`src/jtag_tap_pkg.sv`:
```
// constants shared by the tap controller and its data fifo
// assumes one system clock that oversamples the test clock pins
package jtag_tap_pkg;

	// ************************************************
	// instruction register
	// ************************************************
	localparam int unsigned IR_W       = 4;           // instruction width
	localparam logic [3:0]  IR_CAPTURE = 4'h1;        // pattern loaded in capture-ir
	localparam logic [3:0]  INS_BYPASS = 4'hF;        // one-bit bypass path
	localparam logic [3:0]  INS_DATA   = 4'h2;        // user data register path
	localparam logic [3:0]  INS_RUN    = 4'h3;        // acts while resting in run-test/idle
	localparam logic [3:0]  IR_RESET   = INS_BYPASS;  // instruction after test-logic-reset

	// ************************************************
	// timing and counts
	// ************************************************
	localparam logic [2:0]  TLR_ONES   = 3'h5;        // tms-high periods forcing reset
	localparam int unsigned FIFO_DEPTH = 8;           // words buffered after update-dr

	// ************************************************
	// tap states, one-hot
	// ************************************************
	typedef enum logic [15:0] {
		S_TLR   = 16'h0001,
		S_RTI   = 16'h0002,
		S_SELDR = 16'h0004,
		S_CAPDR = 16'h0008,
		S_SDR   = 16'h0010,
		S_EX1DR = 16'h0020,
		S_PAUDR = 16'h0040,
		S_EX2DR = 16'h0080,
		S_UPDDR = 16'h0100,
		S_SELIR = 16'h0200,
		S_CAPIR = 16'h0400,
		S_SIR   = 16'h0800,
		S_EX1IR = 16'h1000,
		S_PAUIR = 16'h2000,
		S_EX2IR = 16'h4000,
		S_UPDIR = 16'h8000
	} tap_state_t;

endpackage : jtag_tap_pkg

```
`src/jtag_fifo.sv`:
```
// small flip-flop fifo with valid/ready on both sides
// assumes writer and reader share clk_i; depth is a power of two
`timescale 1ns/1ns
module jtag_fifo #(
	parameter int unsigned WIDTH = 8,
	parameter int unsigned DEPTH = 8
) (
	// clock and reset
	input  wire logic             clk_i,
	input  wire logic             rst_i,
	// filling side
	input  wire logic             in_valid_i,
	output logic                  in_ready_o,
	input  wire logic [WIDTH-1:0] in_data_i,
	// draining side
	output logic                  out_valid_o,
	input  wire logic             out_ready_i,
	output logic      [WIDTH-1:0] out_data_o
);
	localparam int unsigned AW = $clog2(DEPTH);

	logic [WIDTH-1:0] mem [DEPTH];  // storage words
	logic [AW-1:0]    wr_ptr;       // next slot to write
	logic [AW-1:0]    rd_ptr;       // next slot to read
	logic [AW:0]      count;        // words held
	logic             push;         // accepted write
	logic             pop;          // accepted read

	// honest flags straight from the count
	assign in_ready_o  = (count != (AW+1)'(DEPTH));
	assign out_valid_o = (count != '0);
	assign out_data_o  = mem[rd_ptr];
	assign push        = in_valid_i && in_ready_o;
	assign pop         = out_valid_o && out_ready_i;

	// storage write, no reset needed on data
	always_ff @(posedge clk_i) begin
		if (push) begin
			mem[wr_ptr] <= in_data_i;
		end
	end

	// pointers and occupancy
	always_ff @(posedge clk_i) begin
		if (rst_i) begin
			wr_ptr <= '0;
			rd_ptr <= '0;
			count  <= '0;
		end else begin
			if (push) begin
				wr_ptr <= wr_ptr + 1'b1;
			end
			if (pop) begin
				rd_ptr <= rd_ptr + 1'b1;
			end
			count <= count + (AW+1)'(push) - (AW+1)'(pop);
		end
	end

endmodule : jtag_fifo

```
`src/jtag_tap.sv`:
```
// tap controller with instruction register, bypass and one user data register
// assumes tck/tms/tdi arrive asynchronously and tck is far slower than clk_i
`timescale 1ns/1ns

// Behaviour
// sixteen states on tms, reset enters test-logic-reset
// all shift paths move lsb first
// four-bit ir, captures 0x01 in capture-ir before shifting
// from idle tms 1,0,0 reaches shift-dr
// shift-dr takes one tdi bit per rise
// msb shifts on the edge leaving shift-dr
// tdo carries values captured in capture-dr
// tms 1,1,0 after shifting returns to idle
// latched dr output changes only in update-dr
// exit/pause ir states only navigate
// update-ir may go straight to select-dr
// some instructions act in run-test/idle
// five tms-high periods force test-logic-reset
// tdo changes on falling tck, driven only shifting
module jtag_tap
	import jtag_tap_pkg::*;
#(
	parameter int unsigned DR_W = 8  // user data register width
) (
	// clock and reset
	input  wire logic            clk_i,
	input  wire logic            rst_i,
	// test access pins
	input  wire logic            tck_i,
	input  wire logic            tms_i,
	input  wire logic            tdi_i,
	output logic                 tdo_o,
	output logic                 tdo_oe_n_o,
	// user data register
	input  wire logic [DR_W-1:0] dr_cap_i,
	output logic      [DR_W-1:0] dr_out_o,
	output logic                 dr_valid_o,
	input  wire logic            dr_ready_i,
	output logic      [DR_W-1:0] dr_data_o,
	output logic                 dr_drop_o,
	// status
	output logic      [IR_W-1:0] ir_o,
	output logic                 run_pulse_o
);
	// ************************************************
	// pin synchronisers and edge detect
	// ************************************************
	logic [1:0] tck_sync;   // [0] only feeds [1]
	logic [1:0] tms_sync;
	logic [1:0] tdi_sync;
	logic       tck_last;   // previous synced tck
	logic       tck_rise;   // one-cycle enable
	logic       tck_fall;   // one-cycle enable
	logic       tms;
	logic       tdi;

	// two flops per pin before any logic looks at it
	always_ff @(posedge clk_i) begin
		if (rst_i) begin
			tck_sync <= 2'h0;
			tms_sync <= 2'h3;
			tdi_sync <= 2'h3;
			tck_last <= 1'b0;
		end else begin
			tck_sync <= {tck_sync[0], tck_i};
			tms_sync <= {tms_sync[0], tms_i};
			tdi_sync <= {tdi_sync[0], tdi_i};
			tck_last <= tck_sync[1];
		end
	end

	// all pins share the same delay, so tms/tdi stay aligned to the edge
	assign tck_rise = tck_sync[1] && !tck_last;
	assign tck_fall = !tck_sync[1] && tck_last;
	assign tms      = tms_sync[1];
	assign tdi      = tdi_sync[1];

	// ************************************************
	// tap state machine
	// ************************************************
	tap_state_t state;       // present tap state
	tap_state_t next_state;  // state after next rise

	function automatic tap_state_t tap_next(input tap_state_t s, input logic m);
		unique case (s)
			S_TLR:   tap_next = m ? S_TLR   : S_RTI;
			S_RTI:   tap_next = m ? S_SELDR : S_RTI;
			S_SELDR: tap_next = m ? S_SELIR : S_CAPDR;
			S_CAPDR: tap_next = m ? S_EX1DR : S_SDR;
			S_SDR:   tap_next = m ? S_EX1DR : S_SDR;
			S_EX1DR: tap_next = m ? S_UPDDR : S_PAUDR;
			S_PAUDR: tap_next = m ? S_EX2DR : S_PAUDR;
			S_EX2DR: tap_next = m ? S_UPDDR : S_SDR;
			S_UPDDR: tap_next = m ? S_SELDR : S_RTI;
			S_SELIR: tap_next = m ? S_TLR   : S_CAPIR;
			S_CAPIR: tap_next = m ? S_EX1IR : S_SIR;
			S_SIR:   tap_next = m ? S_EX1IR : S_SIR;
			S_EX1IR: tap_next = m ? S_UPDIR : S_PAUIR;
			S_PAUIR: tap_next = m ? S_EX2IR : S_PAUIR;
			S_EX2IR: tap_next = m ? S_UPDIR : S_SIR;
			S_UPDIR: tap_next = m ? S_SELDR : S_RTI;
			default: tap_next = S_TLR;
		endcase
	endfunction : tap_next
	assign next_state = tap_next(state, tms);

	// advance only on a test-clock rise
	always_ff @(posedge clk_i) begin
		if (rst_i) begin
			state <= S_TLR;
		end else if (tck_rise) begin
			state <= next_state;
		end
	end

	// ************************************************
	// instruction register
	// ************************************************
	logic [IR_W-1:0] ir_sr;  // instruction shift stage
	logic [IR_W-1:0] ir;     // active instruction

	// capture, shift lsb first; exit/pause states leave it alone
	always_ff @(posedge clk_i) begin
		if (rst_i) begin
			ir_sr <= IR_CAPTURE;
		end else if (tck_rise) begin
			if (state == S_CAPIR) begin
				ir_sr <= IR_CAPTURE;
			end else if (state == S_SIR) begin
				ir_sr <= {tdi, ir_sr[IR_W-1:1]};
			end
		end
	end

	// latch instruction in update-ir, default on reset state
	always_ff @(posedge clk_i) begin
		if (rst_i) begin
			ir <= IR_RESET;
		end else if (tck_rise) begin
			if (state == S_TLR) begin
				ir <= IR_RESET;
			end else if (state == S_UPDIR) begin
				ir <= ir_sr;
			end
		end
	end
	assign ir_o = ir;

	// ************************************************
	// data registers
	// ************************************************
	logic            sel_user;  // user dr chosen
	logic [DR_W-1:0] dr_sr;     // user dr shift stage
	logic            byp_sr;    // bypass bit
	logic            push_ok;   // fifo accepts the update
	assign sel_user = (ir == INS_DATA);

	// capture parallel inputs, then shift lsb first; last bit on exit edge
	always_ff @(posedge clk_i) begin
		if (rst_i) begin
			dr_sr  <= '0;
			byp_sr <= 1'b0;
		end else if (tck_rise) begin
			if (state == S_CAPDR) begin
				dr_sr  <= dr_cap_i;
				byp_sr <= 1'b0;
			end else if (state == S_SDR) begin
				dr_sr  <= {tdi, dr_sr[DR_W-1:1]};
				byp_sr <= tdi;
			end
		end
	end

	// latched output moves only on the update-dr rise
	always_ff @(posedge clk_i) begin
		if (rst_i) begin
			dr_out_o <= '0;
		end else if (tck_rise && state == S_UPDDR && sel_user) begin
			dr_out_o <= dr_sr;
		end
	end

	// the tester cannot be stalled, so a full fifo drops the word and flags it
	always_ff @(posedge clk_i) begin
		if (rst_i) begin
			dr_drop_o <= 1'b0;
		end else if (tck_rise && state == S_UPDDR && sel_user) begin
			dr_drop_o <= !push_ok;
		end
	end

	jtag_fifo #(
		.WIDTH (DR_W),
		.DEPTH (FIFO_DEPTH)
	) u_fifo (
		.clk_i       (clk_i),
		.rst_i       (rst_i),
		.in_valid_i  (tck_rise && state == S_UPDDR && sel_user),
		.in_ready_o  (push_ok),
		.in_data_i   (dr_sr),
		.out_valid_o (dr_valid_o),
		.out_ready_i (dr_ready_i),
		.out_data_o  (dr_data_o)
	);

	// ************************************************
	// run-test/idle action
	// ************************************************
	// one pulse per tck rise while idling under the action instruction
	always_ff @(posedge clk_i) begin
		if (rst_i) begin
			run_pulse_o <= 1'b0;
		end else begin
			run_pulse_o <= tck_rise && state == S_RTI && ir == INS_RUN;
		end
	end

	// ************************************************
	// test data out
	// ************************************************
	// update on falling tck so the tester samples a settled bit on the rise
	always_ff @(posedge clk_i) begin
		if (rst_i) begin
			tdo_o      <= 1'b0;
			tdo_oe_n_o <= 1'b1;
		end else if (tck_fall) begin
			tdo_oe_n_o <= !(state == S_SIR || state == S_SDR);
			if (state == S_SIR) begin
				tdo_o <= ir_sr[0];
			end else if (state == S_SDR) begin
				tdo_o <= sel_user ? dr_sr[0] : byp_sr;
			end
		end
	end

	logic [2:0] ones_cnt;  // consecutive tms-high rises, saturating
	// saturating count, so a long run of ones cannot wrap back below five
	always_ff @(posedge clk_i) begin
		if (rst_i) begin
			ones_cnt <= 3'h0;
		end else if (tck_rise) begin
			ones_cnt <= !tms ? 3'h0 : (ones_cnt == TLR_ONES) ? TLR_ONES : ones_cnt + 3'h1;
		end
	end
endmodule : jtag_tap

```
`config.mk`:
```
export PLATFORM = sky130hd
export DESIGN_NAME = jtag_tap
export DESIGN_NICKNAME = d
export VERILOG_FILES = /design/src/jtag_tap_pkg.sv /design/src/jtag_fifo.sv /design/src/jtag_tap.sv
export SDC_FILE = /design/constraint.sdc
export NUM_CORES = 1
export LEC_CHECK = 0
export ABC_AREA = 0
export BUFFER_PORTS_ARGS = -buffer_cell sky130_fd_sc_hd__buf_2
export CAP_MARGIN = 10
export CORE_UTILIZATION = 55
export DETAILED_ROUTE_END_ITERATION = 10
export PLACE_DENSITY = 0.78
export SYNTH_ARGS = -nofsm -noshare
export SYNTH_HDL_FRONTEND = slang
export SYNTH_HIERARCHICAL = 1
export SYNTH_SLANG_ARGS = --single-unit
```
`constraint.sdc`:
```
create_clock -name clk_i -period 4.1 [get_ports clk_i]
set_input_delay 1.23 -clock clk_i [delete_from_list [all_inputs] [get_ports clk_i]]
set_output_delay 1.23 -clock clk_i [all_outputs]
set_load 0.02 [all_outputs]
```
== Yosys cells after proc, flatten, opt, wreduce, memory -nomap -nowiden ==
Memories as Yosys holds them, arrays and structs flattened. A register that Yosys moved wholly into a read port is not among the register bits.
Cells that the tools add are included.
Cells by class
  add/subtract/negate cells: 4
  equal/unequal tests: 19
  multiplexer cells: 28
  reduce and logical (&&, ||, !) cells: 25
Operator list (count)
  $pmux 16 s12: 1
  $mux 16: 2
  $mux 8: 3
  $mux 9: 2
  $eq 16x1->1 const B: 1
  $eq 16x10->1 const B: 1
  $eq 16x11->1 const B: 1
  $eq 16x12->1 const B: 1
  $eq 16x13->1 const B: 1
  $eq 16x14->1 const B: 1
  $eq 16x15->1 const B: 1
  $eq 16x16->1 const B: 1
  $eq 16x2->1 const B: 1
  $eq 16x3->1 const B: 1
  $eq 16x4->1 const B: 1
  $eq 16x5->1 const B: 1
  $eq 16x6->1 const B: 1
  $eq 16x7->1 const B: 1
  $eq 16x8->1 const B: 1
  $eq 16x9->1 const B: 1
  $mux 4: 4
  $mux 15: 1
  $mux 13: 1
  $mux 11: 1
  other kinds (18): 45
Word-level totals
  register bits after elaboration: 62
  RAM bits: 64
  bits of input ports: 14
  output and inout port bits: 25
  word-level logic and storage cells: 94
  memories: 1
Memories
  u_fifo.mem: depth 8, width 8, rd ports 1, clocked after Yosys merged registers in 1, wr ports 1, RTL line jtag_fifo.sv:22  | logic [WIDTH-1:0] mem [DEPTH];

== Logic depth before layout (Yosys ltp) ==
  depth in word-level cells: 7
  depth in mapped cells: 10
  gate-level depth less buffers: 10

== By module ==
Netlist, hierarchy kept.
Modules (own cells, without submodules)
  jtag_fifo: instances 1, cells each 173, area an instance 3189.3 sq um, sequential area each 2182.1 sq um
  jtag_tap: instances 1, cells each 292, area an instance 2514.9 sq um, sequential area each 1041.0 sq um

== Worst setup path after synthesis ==
OpenSTA, ideal clock, no wires.
  path type: register -> register
  start: register state[5]
  end: memory u_fifo.mem[0][0], enable pin
  setup time: 0.395 ns
  arrival: 2.767 ns
  required time: 3.705 ns
  setup slack: 0.938 ns
  stages on the path, launching flop included: 7
  buffers on the path: 1
  clock period less this slack: 3.162 ns
  path through: dfxtp_1 > buf_4 > or3_4 > or3_4 > nor4_4 > nand2_1 > nor4_1
Between the ends
  longest elaborated chain between the ends: 6
Ends and longest elaborated chain
  from (decl): RTL line jtag_tap.sv:81  | tap_state_t state;
  from (signal assigned): RTL line jtag_tap.sv:112  | state <= next_state;
  $eq 16x9->1: RTL line jtag_tap.sv:198  | .in_valid_i (tck_rise && state == S_UPDDR && sel_user),
  $logic_and 1x1->1 (2 in a row): RTL line jtag_tap.sv:198
  $logic_and 1x1->1: RTL line jtag_fifo.sv:33  | assign push = in_valid_i && in_ready_o;
  $mux 1: RTL line jtag_fifo.sv:38  | if (push) begin
  $mux 1 (not written as such): RTL line jtag_fifo.sv:39  | mem[wr_ptr] <= in_data_i;
  to (decl): RTL line jtag_fifo.sv:22
Every way passes these cells.

==> summary.md <==
| Metric | Value |
|---|---|
| RSZ-0062 raised after global routing | no |
| Ys async rst share | 0% |
| Ys flop type | dfxtp_1 |
| Final hold viol count | 0 |
| DRT met1 WL | between 4 and 5 mm |
| CP peak stage delay | 0.84 ns |
| Share of the synthesized area in the top cell type | 33.7% |
| Met3 routed WL | a little under 500 um |
| Worst setup EP type | primary output |
| Antenna violations before repair | 0 |
| Clock skew | 0.0237 ns |
| Diodes inserted | 0 |
| Max Used Layer | met4 |
| HPWL Detailed | 7.75 mm |
| Worst-path cell chain | mux4_1, mux2_2, buf_2 |
| Routed wire length | between 10 and 15 mm |
| Initial core utilization | 57.6% |
| Syn_area_per_cell | about 12 um^2 |
| Worst-path maximum fanout | 16 |
| Final nets | around 520 |
| Max Cap Viol | 0 |
| # H-tree levels | 4 |
| Post-CTS Hold Fix Bufs | 0 |
| Post-synthesis sequential area ratio | between 50% and 60% |
| Largest net degree at the start of global routing | approximately 50 |
| Reg clk slew, reported paths | 0.06 ns |
| Post-route ant nets | 0 |
| Cell depth of the worst hold path | 1 |
| Number of global-route vias before repair | 3727 |
| Grt total ovfl | 0 |
| Die extent in x | between 100 and 150 um |
| Syn nets | 487 |
| Synth unique cells | 60 |
| TNS Setup | 0 ns |
| Postcts setup bufs | 0 |
| Core region area | roughly 9900 um^2 |
| Critical path type | flip-flop to primary output |
| Worst hold start | tdi_sync[0] |
| WP buf/inv | 1 |
| TritonRoute pass-1 iters | 4 |
| P per Cell Area | around 500 nW/um^2 |
| Final core occ | 66.0% |
| Slew @ Worst Pin | between 0.8 and 0.9 ns |
| Cell accounting for the most synthesized area | edfxtp_1 |
| Leak pwr | about 2.3 nW |
| Via count | roughly 3700 |
| Skew-Pair Late Insertion Delay | 0.53 ns |
| TritonCTS clock tree | yes |
| Top cells by area, synth | edfxtp_1 34%, dfxtp_1 23%, mux4_1 6.9% |
| Class of the worst hold path | flip-flop to flip-flop |
| Period utilization | between 90% and 100% |
| DR iter-0 viols | between 200 and 250 |
| Crit path DAT | approximately 2.5 ns |
| Placement row count | 36 |
| Synthesized area | 5700 um^2 |
| IO Pins | 39 |
| #FFs+latches synth | ~130 |
| Slew margin rel. | about 40% |
| GRT Overall Usage | 22.6% |
| IO buf count | 38 |
| R2R depth | 9 |
| Gpl congestion | 0.903 |
| Status | finished, final reports clean |
| # DRC | 0 |
| Final min period | between 3 and 4 ns |
| Cells after Synth | ~470 |
| CP top delay family | multiplexers |
| Top-count cell post-synth | dfxtp_1 |
| Die Height | about 100 um |
| Worst Path Required | around 2.9 ns |
| Share of cells above drive strength 1 | a little over a fifth |
| Peak VDD IR | approximately 0.25 mV |
| Final setup fails | 0 |
| Longest Clk Path Bufs | 2 |
| EDFF count, synth | 64 |
| FF-to-FF Start | state[0] |
| Final Max Slew Viols | 0 |
| Synth Warn # | 6 |
| Fmax | between 200 and 300 MHz |
| Clk root buf | clkbuf_8 |
| Die Area | between 10000 and 15000 um^2 |
| WL met2 | around 6.2 mm |
| Post-CTS sizing | 0 |
| Kind of launch point of the worst setup path | flip-flop |
| WL/cell | between 15 and 20 um |
| CTS Sinks | approximately 130 |
| Clock buffer count from CTS | 17 |
| Commonest cells in the netlist | 65 x dfxtp_1, 64 x edfxtp_1, 43 x nor2_1 |
| DR vias/cell | between 5 and 6 |
| Hold Path End | tdi_sync[1] |
| P&R area growth vs syn | 14.6% |
| Reg-to-reg critical path endpoint | u_fifo/count[1] |
| First-pass GRT wire length | between 15 and 20 mm |
| CP max-delay cell | dfxtp_1 |
| Reg2reg setup slack | just under 0.9 ns |
## registers in the layout, indices dropped and copies added (netlist names), 2 cells and up, named ones only
name           flops
ir_sr              4
dr_out_o           8
tms_sync           2
dr_sr              8
tdi_sync           2
ir_o               4
u_fifo/count       4
u_fifo/wr_ptr      3
state             16
u_fifo/rd_ptr      3
tck_sync           2
u_fifo/mem        64
## routing by layer
metal  vias to the layer above  GRT usage, %
met1                      1806          25.8
li1                       1810             -
met2                       112          40.1
met5                         -             0
met3                        12          6.29
met4                         0          8.88
## placed cells by master (no fill, tap or decap), drive strengths merged, types with 4 or more instances in the layout
cell type,n
a211oi,9
a21oi,27
a22oi,6
and2,5
buf,46
clkbuf,18
clkinv,9
dfxtp,65
edfxtp,64
ha,7
inv,8
mux2,13
mux2i,12
mux4,16
nand2,39
nand2b,13
nand3,11
nand3b,6
nand4b,8
nor2,43
nor2b,8
nor3,12
nor4,12
o21ai,10
or2,5
xnor2,5
xor2,4
## area by class of cell
class	count	area, um^2
fill	733	3370
sequential	129	3220
multi-input combinational	300	2280
clock buffer	18	418
timing repair buffer	46	250
clock inverter	14	166
tap	133	166
inverter	8	30.0
## worst max path at each step
| stage | start | endpoint | cells past startpoint |
|---|---|---|---|
| floorplan | state[5] | u_fifo/mem[0][0] | 6 |
| global placement | flip-flop | dr_data_o[0] | 3 |
| detailed placement | flip-flop | dr_data_o[7] | 3 |
| CTS | flip-flop | dr_data_o[7] | 3 |
| global route | flip-flop | dr_data_o[7] | 3 |
| finish | flip-flop | dr_data_o[7] | 3 |
## cells by family (layout without fill, tap and decap cells)
| kind of cell | Yosys count | count (layout) | share of synthesized area (%) |
|---|---|---|---|
| buffers and inverters | 36 | 86 | 3.44 |
| DFF | 129 | 129 | 56.5 |
| muxes | 41 | 41 | 12.0 |
| adders and majority gates | 8 | 8 | 1.89 |
| AOI/OAI and AO/OA | 64 | 64 | 7.04 |
| xor gates and xnor gates | 9 | 9 | 1.38 |
| and+or+nand+nor | 178 | 178 | 17.8 |
## stage by stage
stage	area [um^2]	setup WS [ns]	total power [W]	cells	hold WS, ns
after CTS	6540	0.322	0.00331	648	0.413
after detailed placement	5950	0.887	0.00185	616	0.398
final	6540	0.393	0.00329	648	0.417
after global routing	6540	0.261	0.00342	648	0.423
after floorplan	5700	0.938	0.00177	465	0.389
after global placement	5950	0.973	0.00183	616	0.395
## where the power goes
part	switching [W]	total, W	internal, W
registers	0.0000514	0.00143	0.00138
clock network	0.000537	0.00146	0.000922
logic	0.000201	0.000400	0.000198
total	0.000790	0.00329	0.00250
No activity file was read; power rests on OpenSTA's default activity.
